===== config.mk =====
export PLATFORM = sky130hd
export DESIGN_NAME = pefr_top
export DESIGN_NICKNAME = d
export VERILOG_FILES = /design/src/inc/pefr_pkg.sv /design/src/inc/pefr_ev_if.sv /design/src/hw/pefr_flag_core.sv /design/src/hw/pefr_sync.sv /design/src/hw/pefr_top.sv
export VERILOG_INCLUDE_DIRS = /design/src /design/src/inc
export SDC_FILE = /design/constraint.sdc
export NUM_CORES = 1
export LEC_CHECK = 0
export ABC_AREA = 1
export BUFFER_PORTS_ARGS = -buffer_cell sky130_fd_sc_hd__buf_2
export CORE_MARGIN = 8
export CORE_UTILIZATION = 30
export DETAILED_ROUTE_END_ITERATION = 6
export PLACE_DENSITY = 0.65
export SYNTH_ARGS = -nofsm -noshare
export SYNTH_HDL_FRONTEND = slang
export SYNTH_HIERARCHICAL = 1
export SYNTH_SLANG_ARGS = --single-unit

===== constraint.sdc =====
create_clock -name clk_i -period 2.35 [get_ports clk_i]
set_clock_uncertainty 0.15 [all_clocks]
set_input_delay 0.235 -clock clk_i [delete_from_list [all_inputs] [get_ports clk_i]]
set_output_delay 0.235 -clock clk_i [all_outputs]
set_load 0.005 [all_outputs]

===== src/inc/pefr_cfg.svh =====
`ifndef PEFR_CFG_SVH
`define PEFR_CFG_SVH
`define PEFR_FLAGS_OFS 8'h0c
`define PEFR_CTRL_OFS 8'h10
`define PEFR_STAT_OFS 8'h14
`define PEFR_BIT_TMR_OVF 0
`define PEFR_BIT_PER_MATCH 1
`define PEFR_BIT_CAPCMP 2
`define PEFR_BIT_SYNC 3
`define PEFR_BIT_TX_EMPTY 4
`define PEFR_BIT_RX_FULL 5
`define PEFR_BIT_PARPORT 7
`define PEFR_FLAGS_RESET 8'h00
`define PEFR_MODE_RESET 2'h0
`define PEFR_SER_MASK 8'h3f
`define PEFR_PAR_MASK 8'h8f
`define PEFR_SW_MASK 8'h8f
`endif


===== src/inc/pefr_pkg.sv =====
package pefr_pkg;
    typedef enum logic [1:0] {
        PEFR_CAPTURE,
        PEFR_COMPARE,
        PEFR_PWM,
        PEFR_OFF
    } pefr_ccmode_t;
    typedef enum logic [0:0] {
        PEFR_SERIAL,
        PEFR_PARPORT
    } pefr_variant_t;
endpackage

===== src/inc/pefr_ev_if.sv =====
`timescale 1ns/1ns
interface pefr_ev_if;
    logic [7:0] set;
    logic [7:0] clr;
    logic [7:0] flags;
    modport core (input set, input clr, output flags);
    modport ctrl (output set, output clr, input flags);
endinterface


===== src/hw/pefr_flag_core.sv =====
`timescale 1ns/1ns
`include "pefr_cfg.svh"
module pefr_flag_core (
    input wire logic clk_i,
    input wire logic rst_i,
    pefr_ev_if.core ev
);
    logic [7:0] flags;
    logic [7:0] next_flags;
    assign ev.flags = flags;
    // Set beats clear in the same cycle so no event is lost
    always_comb begin
        next_flags = (flags & ~ev.clr) | ev.set;
    end
    always_ff @(posedge clk_i) begin
        if (rst_i) begin
            flags <= `PEFR_FLAGS_RESET;
        end else begin
            flags <= next_flags;
        end
    end
endmodule // pefr_flag_core


===== src/hw/pefr_sync.sv =====
`timescale 1ns/1ns
module pefr_sync #(
    parameter int W = 8
) (
    input wire logic clk_i,
    input wire logic rst_i,
    input wire logic [W-1:0] d_i,
    output logic [W-1:0] q_o
);
    logic [W-1:0] meta;
    logic [W-1:0] next_meta;
    logic [W-1:0] next_q;
    always_comb begin
        next_meta = d_i;
        next_q = meta;
    end
    always_ff @(posedge clk_i) begin
        if (rst_i) begin
            meta <= '0;
            q_o <= '0;
        end else begin
            meta <= next_meta;
            q_o <= next_q;
        end
    end
endmodule // pefr_sync


===== src/hw/pefr_top.sv =====
// Register access over Wishbone was decided locally.
`timescale 1ns/1ns
`include "pefr_cfg.svh"
// Overview of operation
// - Flags set on their event regardless of any enable bit.
// - Parallel-port variant reads bits 5 and 4 as zero.
// - All bits are zero after reset.
// - Bit 3 set on sync port transfer done, cleared by software.
// - Capture mode: bit 2 set on timer capture, software clears.
// - Compare mode: bit 2 set on compare match, software clears.
// - In PWM mode the unit does not set bit 2.
// - Bit 1 set on short timer period match, software clears.
// - Bit 0 set on wide timer overflow, software clears.
// - Parallel variant: bit 7 set on external port access.
// - Serial variant: bit 5 shows receive full, clears on data read.
// - Serial variant: bit 4 shows transmit empty, clears on data write.
module pefr_top #(
    parameter pefr_pkg::pefr_variant_t VARIANT = pefr_pkg::PEFR_SERIAL
) (
    input wire logic clk_i,
    input wire logic rst_i,
    input wire logic wb_cyc_i,
    input wire logic wb_stb_i,
    input wire logic wb_we_i,
    input wire logic [7:0] wb_adr_i,
    input wire logic [3:0] wb_sel_i,
    input wire logic [31:0] wb_dat_i,
    output logic [31:0] wb_dat_o,
    output logic wb_ack_o,
    input wire logic sync_done_i,
    input wire logic capture_i,
    input wire logic compare_match_i,
    input wire logic period_match_i,
    input wire logic timer_ovf_i,
    input wire logic parport_access_i,
    input wire logic rx_data_avail_i,
    input wire logic tx_data_taken_i,
    output logic serial_rx_read_o,
    output logic serial_tx_write_o,
    output logic [7:0] periph_event_flags_o
);
    import pefr_pkg::*;

    pefr_ev_if ev ();

    logic [7:0] raw;
    logic [7:0] pins_s;
    logic [6:0] evs;
    logic [6:0] evs_d;
    logic [6:0] next_evs_d;
    logic [6:0] rise;
    logic [1:0] ccmode;
    logic [1:0] next_ccmode;
    logic rx_full;
    logic next_rx_full;
    logic tx_empty;
    logic next_tx_empty;
    logic ack;
    logic next_ack;
    logic [31:0] rdat;
    logic [31:0] next_rdat;
    logic rx_rd;
    logic next_rx_rd;
    logic tx_wr;
    logic next_tx_wr;
    logic [7:0] flags_out;
    logic [7:0] next_flags_out;
    logic req;
    logic wr_flags;
    logic rd_rxdata;
    logic wr_txdata;
    logic [7:0] set_v;
    logic [7:0] clr_v;
    logic [7:0] view;

    // Pin events come from other domains and are edge-detected after sync
    assign raw = {compare_match_i, tx_data_taken_i, rx_data_avail_i, parport_access_i,
                  sync_done_i, timer_ovf_i, period_match_i, capture_i};

    pefr_sync #(.W(8)) u_sync (
        .clk_i(clk_i),
        .rst_i(rst_i),
        .d_i(raw),
        .q_o(pins_s)
    );

    // Capture and compare are merged only after the flops, so no gate sees a raw pin
    assign evs = {pins_s[6:1], pins_s[7] | pins_s[0]};

    pefr_flag_core u_core (
        .clk_i(clk_i),
        .rst_i(rst_i),
        .ev(ev)
    );

    assign rise = evs & ~evs_d;
    assign req = wb_cyc_i & wb_stb_i & ~ack;
    assign wr_flags = req & wb_we_i & wb_sel_i[0] & (wb_adr_i == `PEFR_FLAGS_OFS);
    // Reading byte 0 of the status word pops the receive data
    assign rd_rxdata = req & ~wb_we_i & wb_sel_i[0] & (wb_adr_i == `PEFR_STAT_OFS);
    // Writing byte 1 of the control word loads transmit data
    assign wr_txdata = req & wb_we_i & wb_sel_i[1] & (wb_adr_i == `PEFR_CTRL_OFS);

    always_comb begin
        set_v = 8'h00;
        clr_v = 8'h00;
        // Flags set from events with no enable bit; only bit 2 is gated, by the capture/compare mode
        set_v[`PEFR_BIT_TMR_OVF] = rise[2];
        set_v[`PEFR_BIT_PER_MATCH] = rise[1];
        // Capture/compare flag only in matching mode, never in PWM
        set_v[`PEFR_BIT_CAPCMP] = rise[0] &
            ((ccmode == PEFR_CAPTURE) | (ccmode == PEFR_COMPARE));
        set_v[`PEFR_BIT_SYNC] = rise[3];
        if (VARIANT == PEFR_PARPORT) begin
            set_v[`PEFR_BIT_PARPORT] = rise[4];
        end
        // Software may only clear writable flags; reserved and read-only bits ignored
        if (wr_flags) begin
            clr_v = ~wb_dat_i[7:0] & `PEFR_SW_MASK;
        end
    end

    assign ev.set = set_v;
    assign ev.clr = clr_v;

    always_comb begin
        view = ev.flags;
        if (VARIANT == PEFR_SERIAL) begin
            view[`PEFR_BIT_RX_FULL] = rx_full;
            view[`PEFR_BIT_TX_EMPTY] = tx_empty;
            view = view & `PEFR_SER_MASK;
        end else begin
            view = view & `PEFR_PAR_MASK;
        end
    end

    always_comb begin
        next_evs_d = evs;
        next_ccmode = ccmode;
        next_rx_full = rx_full;
        next_tx_empty = tx_empty;
        next_ack = req;
        next_rdat = 32'h0000_0000;
        next_rx_rd = 1'b0;
        next_tx_wr = 1'b0;
        next_flags_out = view;
        if (req & wb_we_i & wb_sel_i[0] & (wb_adr_i == `PEFR_CTRL_OFS)) begin
            next_ccmode = wb_dat_i[1:0];
        end
        if (VARIANT == PEFR_SERIAL) begin
            // Arrival wins over a same-cycle read so a new byte is not hidden
            if (rd_rxdata) begin
                next_rx_full = 1'b0;
                next_rx_rd = 1'b1;
            end
            if (rise[5]) begin
                next_rx_full = 1'b1;
            end
            if (wr_txdata) begin
                next_tx_empty = 1'b0;
                next_tx_wr = 1'b1;
            end
            if (rise[6]) begin
                next_tx_empty = 1'b1;
            end
        end
        if (req & ~wb_we_i) begin
            case (wb_adr_i)
                `PEFR_FLAGS_OFS: next_rdat = {24'h00_0000, view};
                `PEFR_CTRL_OFS: next_rdat = {30'h0000_0000, ccmode};
                `PEFR_STAT_OFS: next_rdat = {30'h0000_0000, tx_empty, rx_full};
                default: next_rdat = 32'h0000_0000;
            endcase
        end
    end

    always_ff @(posedge clk_i) begin
        if (rst_i) begin
            evs_d <= 7'h00;
            ccmode <= `PEFR_MODE_RESET;
            rx_full <= 1'b0;
            tx_empty <= 1'b0;
            ack <= 1'b0;
            rdat <= 32'h0000_0000;
            rx_rd <= 1'b0;
            tx_wr <= 1'b0;
            flags_out <= `PEFR_FLAGS_RESET;
        end else begin
            evs_d <= next_evs_d;
            ccmode <= next_ccmode;
            rx_full <= next_rx_full;
            tx_empty <= next_tx_empty;
            ack <= next_ack;
            rdat <= next_rdat;
            rx_rd <= next_rx_rd;
            tx_wr <= next_tx_wr;
            flags_out <= next_flags_out;
        end
    end

    assign wb_ack_o = ack;
    assign wb_dat_o = rdat;
    assign serial_rx_read_o = rx_rd;
    assign serial_tx_write_o = tx_wr;
    assign periph_event_flags_o = flags_out;
endmodule // pefr_top


Word-level counts from Yosys, hierarchy flattened. Index checks and enable logic that the tools add are counted.

Eq/ne operators: 4. Multiplexer cells: 8. Bitwise gates (word level): 23. Reductions and logical operators: 4.

Operators by type and width (number): $pmux 6 s3 (1); $eq 8x5->1 const B (2); $not 8->8 (2); $and 1x1->1 (12); $and 8x8->8 (1); $eq 8x4->1 const B (1); $mux 8 (1); $or 8x4->8 (1); $and 7x7->7 (1); $not 7->7 (1); $mux 1 (6); $reduce_bool 2->1 (2); $not 1->1 (3); $eq 2x1->1 const B (1); $logic_not 2->1 (1); $or 1x1->1 (2); $reduce_or 2->1 (1).

Bits in registers: 78. Input bits: 57. Output and inout port bits: 43. Word-level logic and storage cells: 52.

Longest topological paths before layout. Gate-level depths: netlist of run 1.

Depth after elaboration: 9. Mapped depth: 8. Gate-level depth less buffers: 8.

Cells and area by module. Netlist of run 1, hierarchy kept.

Modules (own cells, without submodules): pefr_top (instances 1, cells each 170, area each 1246.2 um^2, seq. area each 500.5 um^2); pefr_sync (instances 1, cells each 50, area each 474.2 um^2, seq. area each 320.3 um^2); pefr_flag_core (instances 1, cells each 41, area each 331.6 um^2, seq. area each 160.2 um^2).

Worst setup path after synthesis of run 1. OpenSTA, ideal clock, no wires.

Path kind: flip-flop to flip-flop. From: register ack (netlist: wb_ack_o). To: register u_core.flags[7] (netlist: u_core/ev.flags[7]). Library setup time: 0.114 ns. Arrival time: 0.947 ns. Data required time: 2.086 ns. Path slack: 1.139 ns. Cell stages (with the launch flop): 9. Buffers on the path: 0. Clock period less this slack: 1.211 ns. Cell sequence: dfxtp_1 -> inv_1 -> nand4_1 -> nor2_2 -> nand3_2 -> nor2_1 -> inv_1 -> nand2_1 -> a21oi_2.

Longest elaborated chain between the ends: 9.

Ends and longest elaborated chain: from (decl) (RTL line pefr_top.sv:58) `logic ack;`; from (signal assigned) (RTL line pefr_top.sv:193) `ack <= next_ack;`; $not 1->1 (RTL line pefr_top.sv:97) `assign req = wb_cyc_i & wb_stb_i & ~ack;`; $and 1x1->1 (RTL line pefr_top.sv:97); $and 1x1->1 (3 in a row) (RTL line pefr_top.sv:98) `` assign wr_flags = req & wb_we_i & wb_sel_i[0] & (wb_adr_i == `PEFR_FLAGS_OFS); ``; $mux 8 (RTL line pefr_top.sv:118) `if (wr_flags) begin`; net clr_v[7] (RTL line pefr_top.sv:73) `logic [7:0] clr_v;`; $not 8->8 (RTL line pefr_flag_core.sv:13) `next_flags = (flags & ~ev.clr) | ev.set;`; $and 8x8->8 (RTL line pefr_flag_core.sv:13); $or 8x4->8 (RTL line pefr_flag_core.sv:13); to (signal assigned) (RTL line pefr_flag_core.sv:17) `` flags <= `PEFR_FLAGS_RESET; ``; to (signal assigned) (RTL line pefr_flag_core.sv:19) `flags <= next_flags;`; to (decl) (RTL line pefr_flag_core.sv:8) `logic [7:0] flags;`.

The timed path passes the listed nets, and every way through them passes these cells. A chain may end at the register's enable or synchronous reset.

Final worst setup path of run 1.
From: register ack (netlist: wb_ack_o). To: register u_core.flags[0] (netlist: u_core/ev.flags[0]).

Same word-level chain as after synthesis.

==> results of run 1 <==
[cell type report]
class / instances / area [um^2] / share of cell area
Tap cell: 75 / 93.8 / 0.0439
Sequential cell: 43 / 861 / 0.402
Inverter: 51 / 191 / 0.0895
Clock buffer: 6 / 82.6 / 0.0386
Timing Repair Buffer: 48 / 278 / 0.130
Multi-Input combinational cell: 135 / 628 / 0.294
Clock inverter: 1 / 5.00 / 0.00234
[flip-flops by register name, summed over array words and instances, names as in the netlist]
signal / flops
wb_ack_o: 1
serial_rx_read_o: 1
tx_empty: 1
evs_d: 6
periph_event_flags_o: 6
wb_dat_o: 6
u_sync/meta: 7
ccmode: 2
u_core/ev.flags: 4
serial_tx_write_o: 1
u_sync/q_o: 7
rx_full: 1
[metrics by stage]
stage / area, um^2 / utilization / total power [W] / hold WS, ns
after global routing: 2140 / 0.361 / 0.00141 / 0.0709
after floorplan: 1930 / - / 0.000883 / 0.164
after detailed placement: 1980 / 0.335 / 0.000887 / 0.243
after global placement: 1980 / 0.335 / 0.000884 / 0.243
after CTS: 2140 / 0.361 / 0.00136 / 0.0713
final: 2140 / 0.361 / 0.00133 / 0.0810
[critical path, stage by stage (launching register included)]
cell	delay (ns)
dfxtp_1	0.33
inv_1	0.07
nand4_1	0.11
nor2_2	0.17
nand3_2	0.12
nor2_1	0.10
inv_1	0.04
nand2_1	0.07
a21oi_2	0.05
[power by group through the flow]
stage          Clock (W)  Combinational (W)  Sequential, W
2_1_floorplan          0           0.000106       0.000777
3_3_place_gp           0           0.000106       0.000778
3_5_place_dp           0           0.000108       0.000778
4_1_cts         0.000479           0.000118       0.000761
5_1_grt         0.000513           0.000136       0.000764
6_report        0.000453           0.000118       0.000761
[final timing paths]
kind / start / end / slack, ns / cells past startpoint
max reg2reg: wb_ack_o$_SDFF_PP0_ / u_core/ev.flags[0]$_SDFF_PP0_ / 1.02 / 8
min: wb_sel_i[1] / serial_tx_write_o$_SDFF_PP0_ / 0.08 / 3
max: wb_ack_o$_SDFF_PP0_ / u_core/ev.flags[0]$_SDFF_PP0_ / 1.02 / 8
min reg2reg: u_sync/meta[7]$_SDFF_PP0_ / u_sync/q_o[7]$_SDFF_PP0_ / 0.25 / 2
[per-layer routing]
layer	share of wire	global-route usage
met2	0.48	0.138
met1	0.43	0.0806
met4	0.012	0.0357
met3	0.081	0.0336
met5	0	0
[timing repair]
item / CTS / global route
hold buffers: 7 / 0
buffers inserted: 0 / 0
hold endpoints to repair: 7 / 0
==> impl_results.md, run 1 <==
- Status: finished clean
- Via count: 1296
- Clk pwr share: 0.340
- Final setup vio count: 0
- Die width: 94.1 um
- Initial antenna violation count: 0
- Minimum clock period: 1.33 ns
- Initial Util: 0.309
- Iteration-0 DRC Markers: 39
- Final Cycle Share: 0.566
- Clock transition at path regs: 0.07 ns
- H-tree Lvls: 2
- Largest net degree at the start of global routing: 20
- Layout cells sized above 1: 0.246
- Core area: 5920 um^2
- Crit-path max FO: 4
- Post-Syn Area: 1830 um^2
- Final setup TNS: 0 ns
- Global route overflow: 0
- Setup CP Type: reg -> reg
- Die area: 8860 um^2
- Final Hold Fails: 0
- Port bufs: 40
- First-pass GRT wire length: 5.60 mm
- Mean Syn Cell Area: 7.82 um^2
- Post-route DRC violation count: 0
- Sequential share of power: 0.571
- Routability Congestion: 0.755
- Total of max-cap violations: 0
- Power density over the cells: 623 nW/um^2
- Nets@finish: 341
- Leak: 1.09 nW
- Worst skew pair latency: 0.28 ns
- Combinational power share: 0.088
- Critical Path AT: 1.35 ns
- Max-slew violation count: 0
- RSZ-0062 raised after global routing: false
- Routed Antenna Nets: 0
- Die H: 94.1 um
- Post-DP HPWL: 2.62 mm
- CTS Sinks: 43
- Sw power: 0.000302 W
- Tot GR Track Use: 0.0792
- Non-filler instance count after layout: 359
- Power Internal: 0.00103 W
- I/O pin count: 100
- Commonest non-fill, non-tap cell in the layout: inv_1
- Commonest cells after routing, fill and taps aside: inv_1, nor2_1, dfxtp_1
- Post-CTS resize count: 0
- Switch share: 0.227
- Ys Warns: 6
- Clk buf depth: 2
- Cells after synthesis: 234
- Crit start category: flip-flop
- Final worst setup slack: 1.02 ns
- Via density: 3.61
- CTS root buffer: clkbuf_8
- Diode count: 0
- Vias in the first global route: 1344
- Endpoint class of the critical path: flip-flop
- Final WL: 3.25 mm
- Path type of the worst min-delay path: in -> reg
- WL/cell: 9.06 um
- Critical path data required time: 2.37 ns
- Synthesis-to-finish area growth: 16.9%
- Dpl ws: 1.01 ns
- First-pass DRT Iterations: 4
- CTS tree: yes
- Worst vdd ir: 0.259 mV
- # rows: 28
- Placed Cells: 345
- Max Fclk: 751 MHz
- Filler Cell Count: 661
- CTS Buf Count: 5
Power figures use the tool's default switching activity.
==> run 2: changes to the inputs <==
--- a/config.mk
+++ b/config.mk
@@ -6,12 +6,12 @@
 export SDC_FILE = /design/constraint.sdc
 export NUM_CORES = 1
 export LEC_CHECK = 0
-export ABC_AREA = 1
+export ABC_AREA = 0
 export BUFFER_PORTS_ARGS = -buffer_cell sky130_fd_sc_hd__buf_2
 export CORE_MARGIN = 8
 export CORE_UTILIZATION = 30
 export DETAILED_ROUTE_END_ITERATION = 6
-export PLACE_DENSITY = 0.65
+export PLACE_DENSITY = 0.67
 export SYNTH_ARGS = -nofsm -noshare
 export SYNTH_HDL_FRONTEND = slang
 export SYNTH_HIERARCHICAL = 1
==> constraint.sdc (replaced) <==
create_clock -name clk_i -period 1.2 [get_ports clk_i]
set_clock_uncertainty 0.15 [all_clocks]
set_input_delay 0.12 -clock clk_i [delete_from_list [all_inputs] [get_ports clk_i]]
set_output_delay 0.12 -clock clk_i [all_outputs]
set_load 0.005 [all_outputs]
==> impl_results.md, run 2 <==
- I/O pin count: 100
- Reg-to-reg startpoint: wb_ack_o$_SDFF_PP0_
- Clk buf depth: 2
- Worst skew pair latency: 0.29 ns
- Non-filler instance count after layout: 320
- Crit start category: flip-flop
- Final Cycle Share: 1.38
- Worst reg-to-reg path cell count: 5
- Synthesis-to-finish area growth: 36.0%
- CP startpoint: wb_ack_o$_SDFF_PP0_
- H-tree Lvls: 2
- Commonest cells after routing, fill and taps aside: dfxtp_1, buf_2, conb_1
- Critical path data required time: 1.24 ns
- Failing checks: hold timing, setup timing
- Die area: 8600 um^2
- Dpl ws: -0.686 ns
- Clock transition at path regs: 0.08 ns
- CTS tree: yes
- Critical Path AT: 1.70 ns
- Final setup vio count: 17
- Core area: 5820 um^2
- Worst vdd ir: 0.414 mV
- Layout cells sized above 1: 0.449
- Top flop regs: u_sync/meta x7, u_sync/q_o x7
- Via density: 3.88
- Final Hold Fails: 1
- Tot GR Track Use: 0.0815
- CTS Sinks: 43
- Fin Hold WS: -0.0806 ns
- Via count: 1240
- First-pass DRT Iterations: 4
- Crit-path max FO: 4
- Post-DP HPWL: 2.71 mm
- Ys Warns: 6
- Nets@finish: 301
- Total of max-cap violations: 0
- Post-route DRC violation count: 0
- RSZ-0062 raised after global routing: true
- Setup CP Type: reg -> reg
- Max-slew violation count: 0
- Post-Syn Area: 1770 um^2
- CTS root buffer: clkbuf_8
- Routed Antenna Nets: 0
- Tot Pwr: 0.00270 W
- # rows: 28
- Vias in the first global route: 1291
- CTS Buf Count: 5
- Endpoint class of the critical path: flip-flop
- Max Fclk: 603 MHz
- Mean Syn Cell Area: 10.4 um^2
- Port bufs: 40
- Die H: 92.7 um
- Crit path to: u_core/ev.flags[1]$_SDFF_PP0_
- WL/cell: 11.3 um
- Placed Cells: 295
- Commonest non-fill, non-tap cell in the layout: dfxtp_1
- Initial antenna violation count: 0
- Diode count: 0
- Hold_buf cts: 10
- Path type of the worst min-delay path: in -> reg
- First-pass GRT wire length: 5.60 mm
- Die width: 92.7 um
- Iteration-0 DRC Markers: 46
- R2R Path End: u_core/ev.flags[1]$_SDFF_PP0_
- Largest net degree at the start of global routing: 25
- Routability Congestion: 0.739
- Final worst setup slack: -0.460 ns
- Leak: 1.07 nW
- Cells after synthesis: 170
- Status: finished, violations left
- Final WL: 3.61 mm
- Power density over the cells: 1120 nW/um^2
- Worst reg-to-reg setup slack: -0.46 ns
- Global route overflow: 0
- Minimum clock period: 1.66 ns
- Initial Util: 0.304
## run 2: cell count changes in the layout (fill, tap and decap cells not counted), moves of 4 or more
cell,previous run,this run
nor2b_2,0,6
inv_1,49,11
buf_6,0,7
nand3_1,13,2
nor3_2,0,4
and2b_2,0,6
nand2b_4,0,4
nor3_1,6,1
buf_4,1,16
nand2b_1,0,6
nand2_1,21,2
nor2_1,45,5
nand2_2,5,0
nor2b_1,0,14
## run 2: per-layer routing
layer / share of wire / up-vias / GRT usage
met4: 0.016 / 0 / 0.0389
met2: 0.46 / 48 / 0.138
li1: - / 641 / -
met3: 0.086 / 5 / 0.0388
met1: 0.44 / 546 / 0.0829
met5: 0 / - / 0
## run 2: through the flow
stage	TNS, ns	hold slack (ns)	util	cell area (um^2)
global route	-6.68	-0.0794	0.413	2400
CTS	-4.36	-0.0708	0.398	2320
finish	-5.51	-0.0806	0.413	2400
detailed placement	-5.91	0.184	0.352	2050
global placement	-5.66	0.180	0.352	2050
floorplan	-2.96	0.0415	-	1880
## run 2: layout make-up
type                            count  area [um^2]
Fill cell                         609         3410
Sequential cell                    43          865
Multi-Input combinational cell    112          830
Timing Repair Buffer               71          489
Tap cell                           75         93.8
Clock buffer                        5         68.8
Inverter                           11         41.3
Clock inverter                      3         15.0
## run 2: worst min path at each step
stage / startpoint / to / cells after the start
after floorplan: rst_i / wb_ack_o$_SDFF_PP0_ / 1
after global placement: sync_done_i / u_sync/meta[3]$_SDFF_PP0_ / 2
after detailed placement: tx_data_taken_i / u_sync/meta[6]$_SDFF_PP0_ / 2
after CTS: rst_i / wb_ack_o$_SDFF_PP0_ / 2
after global routing: rst_i / wb_ack_o$_SDFF_PP0_ / 2
final: rst_i / wb_ack_o$_SDFF_PP0_ / 2
## run 2: power by group
part	internal (W)	total, W	switching [W]
combinational	0.000171	0.000320	0.000149
clock	0.000398	0.000877	0.000478
sequential	0.00148	0.00150	0.0000246
## run 2: timing repair
action	in CTS	in global routing
gates cloned	0	0
hold endpoints to repair	11	1
setup buffers	3	4
gates resized for setup	12	12
endpoints found under the setup margin	15	17
pin swaps	4	4
## run 2: critical path, cell delays in order, from the launching register on
cell and delay, ns:
dfxtp_4 0.35, nand4b_1 0.22, or4_4 0.57, nor2_2 0.10, nand2b_4 0.12, a21oi_2 0.05
==> run 3: changes to the inputs <==
--- a/config.mk
+++ b/config.mk
@@ -12,6 +12,7 @@
 export CORE_UTILIZATION = 30
 export DETAILED_ROUTE_END_ITERATION = 6
 export PLACE_DENSITY = 0.67
+export REMOVE_ABC_BUFFERS = 1
 export SYNTH_ARGS = -nofsm -noshare
 export SYNTH_HDL_FRONTEND = slang
 export SYNTH_HIERARCHICAL = 1
==> impl_results.md, run 3 (synthesis gave the netlist of run 2 again) <==
- Critical Path AT: 1.67 ns
- Dpl ws: -0.708 ns
- Slowest library cell on the worst path: or4_4
- WL/cell: 11.3 um
- Initial antenna violation count: 0
- Post-route DRC violation count: 0
- Via count: 1248
- Iteration-0 DRC Markers: 25
- Non-filler instance count after layout: 317
- Endpoint class of the critical path: flip-flop
- CP top delay family: simple AND/OR/NAND/NOR gates
- Worst skew pair latency: 0.29 ns
- Final Cycle Share: 1.37
- Setup CP Type: reg -> reg
- Via density: 3.94
- Minimum clock period: 1.64 ns
- RSZ-0062 raised after global routing: true
- Crit-path max FO: 4
- Fin Hold WS: 0.0399 ns
- Layout cells sized above 1: 0.434
- Tot GR Track Use: 0.0851
- Max Fclk: 609 MHz
- Clock transition at path regs: 0.08 ns
- Crit path buf inv count: 0
- Die width: 92.7 um
- Synthesis-to-finish area growth: 34.0%
- Nets@finish: 298
- Commonest non-fill, non-tap cell in the layout: dfxtp_1
- Routed Antenna Nets: 0
- # rows: 28
- Max-slew violation count: 0
- Largest net degree at the start of global routing: 37
- H-tree Lvls: 2
- CTS tree: yes
- I/O pin count: 100
- Crit-path max cell delay: 0.56 ns
- Global route overflow: 0
- Worst vdd ir: 0.434 mV
- Leak: 1.04 nW
- Commonest cells after routing, fill and taps aside: dfxtp_1, buf_2, conb_1
- Critical path data required time: 1.22 ns
- Final Hold Fails: 0
- Path type of the worst min-delay path: in -> reg
- CTS root buffer: clkbuf_8
- Final setup vio count: 15
- Worst path cell trace: nand4b_1, or4_4, nor2_2, nand2b_4, a21oi_2
- Post-DP HPWL: 2.74 mm
- Total of max-cap violations: 0
- First-pass DRT Iterations: 4
- CTS Buf Count: 5
- Routability Congestion: 0.752
- Clk buf depth: 2
- Footprint of the multi-input gates: 826 um^2
- Port bufs: 40
- Diode count: 0
- Vias in the first global route: 1333
- First-pass GRT wire length: 5.82 mm
- Top flop regs: u_sync/meta x7, u_sync/q_o x7
- Core area: 5820 um^2
- Reg area: 862 um^2
- Placed Cells: 295
- Final worst setup slack: -0.442 ns
- Initial Util: 0.304
- CTS Sinks: 43
- Failing checks: setup timing
- Final WL: 3.59 mm
- Die H: 92.7 um
- Filler Cell Count: 592
- Die area: 8600 um^2
- Crit start category: flip-flop
- Power density over the cells: 1140 nW/um^2
- Status: finished, violations left
-- run 3: cell types whose count changed in the layout (fill, tap and decap cells not counted), sizes merged --
| cell | before | now |
|---|---|---|
| clkinvlp | 0 | 1 |
| clkbuf | 5 | 6 |
| dlygate4sd3 | 10 | 11 |
| clkinv | 3 | 1 |
| buf | 61 | 57 |
-- run 3: per-stage QoR --
step	TNS, ns	utilization	cell area (um^2)	total power, W
6_report	-4.04	0.407	2370	0.00269
5_1_grt	-5.20	0.407	2370	0.00284
4_1_cts	-3.97	0.390	2270	0.00272
3_5_place_dp	-6.58	0.349	2030	0.00179
3_3_place_gp	-6.41	0.349	2030	0.00178
2_1_floorplan	-3.45	-	1630	0.00165
-- run 3: area by class of cell --
class                   count  share of cell area
flip-flops and latches     43               0.364
multi-input cells         112               0.349
repair buffers             68               0.194
well taps                  75              0.0396
clock buffers               6              0.0307
inverters                  11              0.0174
clock inverters             2             0.00529
-- run 3: where the power goes --
| group | switching, W | leakage, nW | internal [W] |
|---|---|---|---|
| Combinational | 0.000145 | 0.650 | 0.000162 |
| Clock | 0.000472 | 0.0412 | 0.000407 |
| Sequential | 0.0000263 | 0.352 | 0.00148 |
| Total | 0.000644 | 1.04 | 0.00205 |
-- run 3: timing repair --
item | 4_1_cts | 5_1_grt
gates resized for setup | 5 | 17
buffers inserted | 1 | 3
setup endpoints to repair | 15 | 17
pin swaps | 4 | 5
hold endpoints to repair | 12 | 0
hold buffers | 11 | 0
-- run 3: metal layers --
layer | part of all wire | vias to the layer above | track usage
met1 | 0.40 | 568 | 0.0834
met3 | 0.078 | 4 | 0.0364
li1 | - | 636 | -
met2 | 0.51 | 40 | 0.155
met4 | 0.010 | 0 | 0.0322
met5 | 0 | - | 0
-- run 3: worst paths after layout --
path              slack, ns                       endpoint                      start  depth (start not counted)
hold / removal         0.04    serial_rx_read_o$_SDFF_PP0_                wb_adr_i[3]                          3
hold reg to reg        0.29       u_sync/q_o[6]$_SDFF_PP0_  u_sync/meta[6]$_SDFF_PP0_                          1
setup reg to reg      -0.44  u_core/ev.flags[0]$_SDFF_PP0_        wb_ack_o$_SDFF_PP0_                          5
setup / recovery      -0.44  u_core/ev.flags[0]$_SDFF_PP0_        wb_ack_o$_SDFF_PP0_                          5
-- run 3: tightest hold or removal path, delay by kind of cell --
kind                   cells  cell delay [ns]
AND/OR/NAND/NOR            2             0.23
buffers and inverters      1             0.09
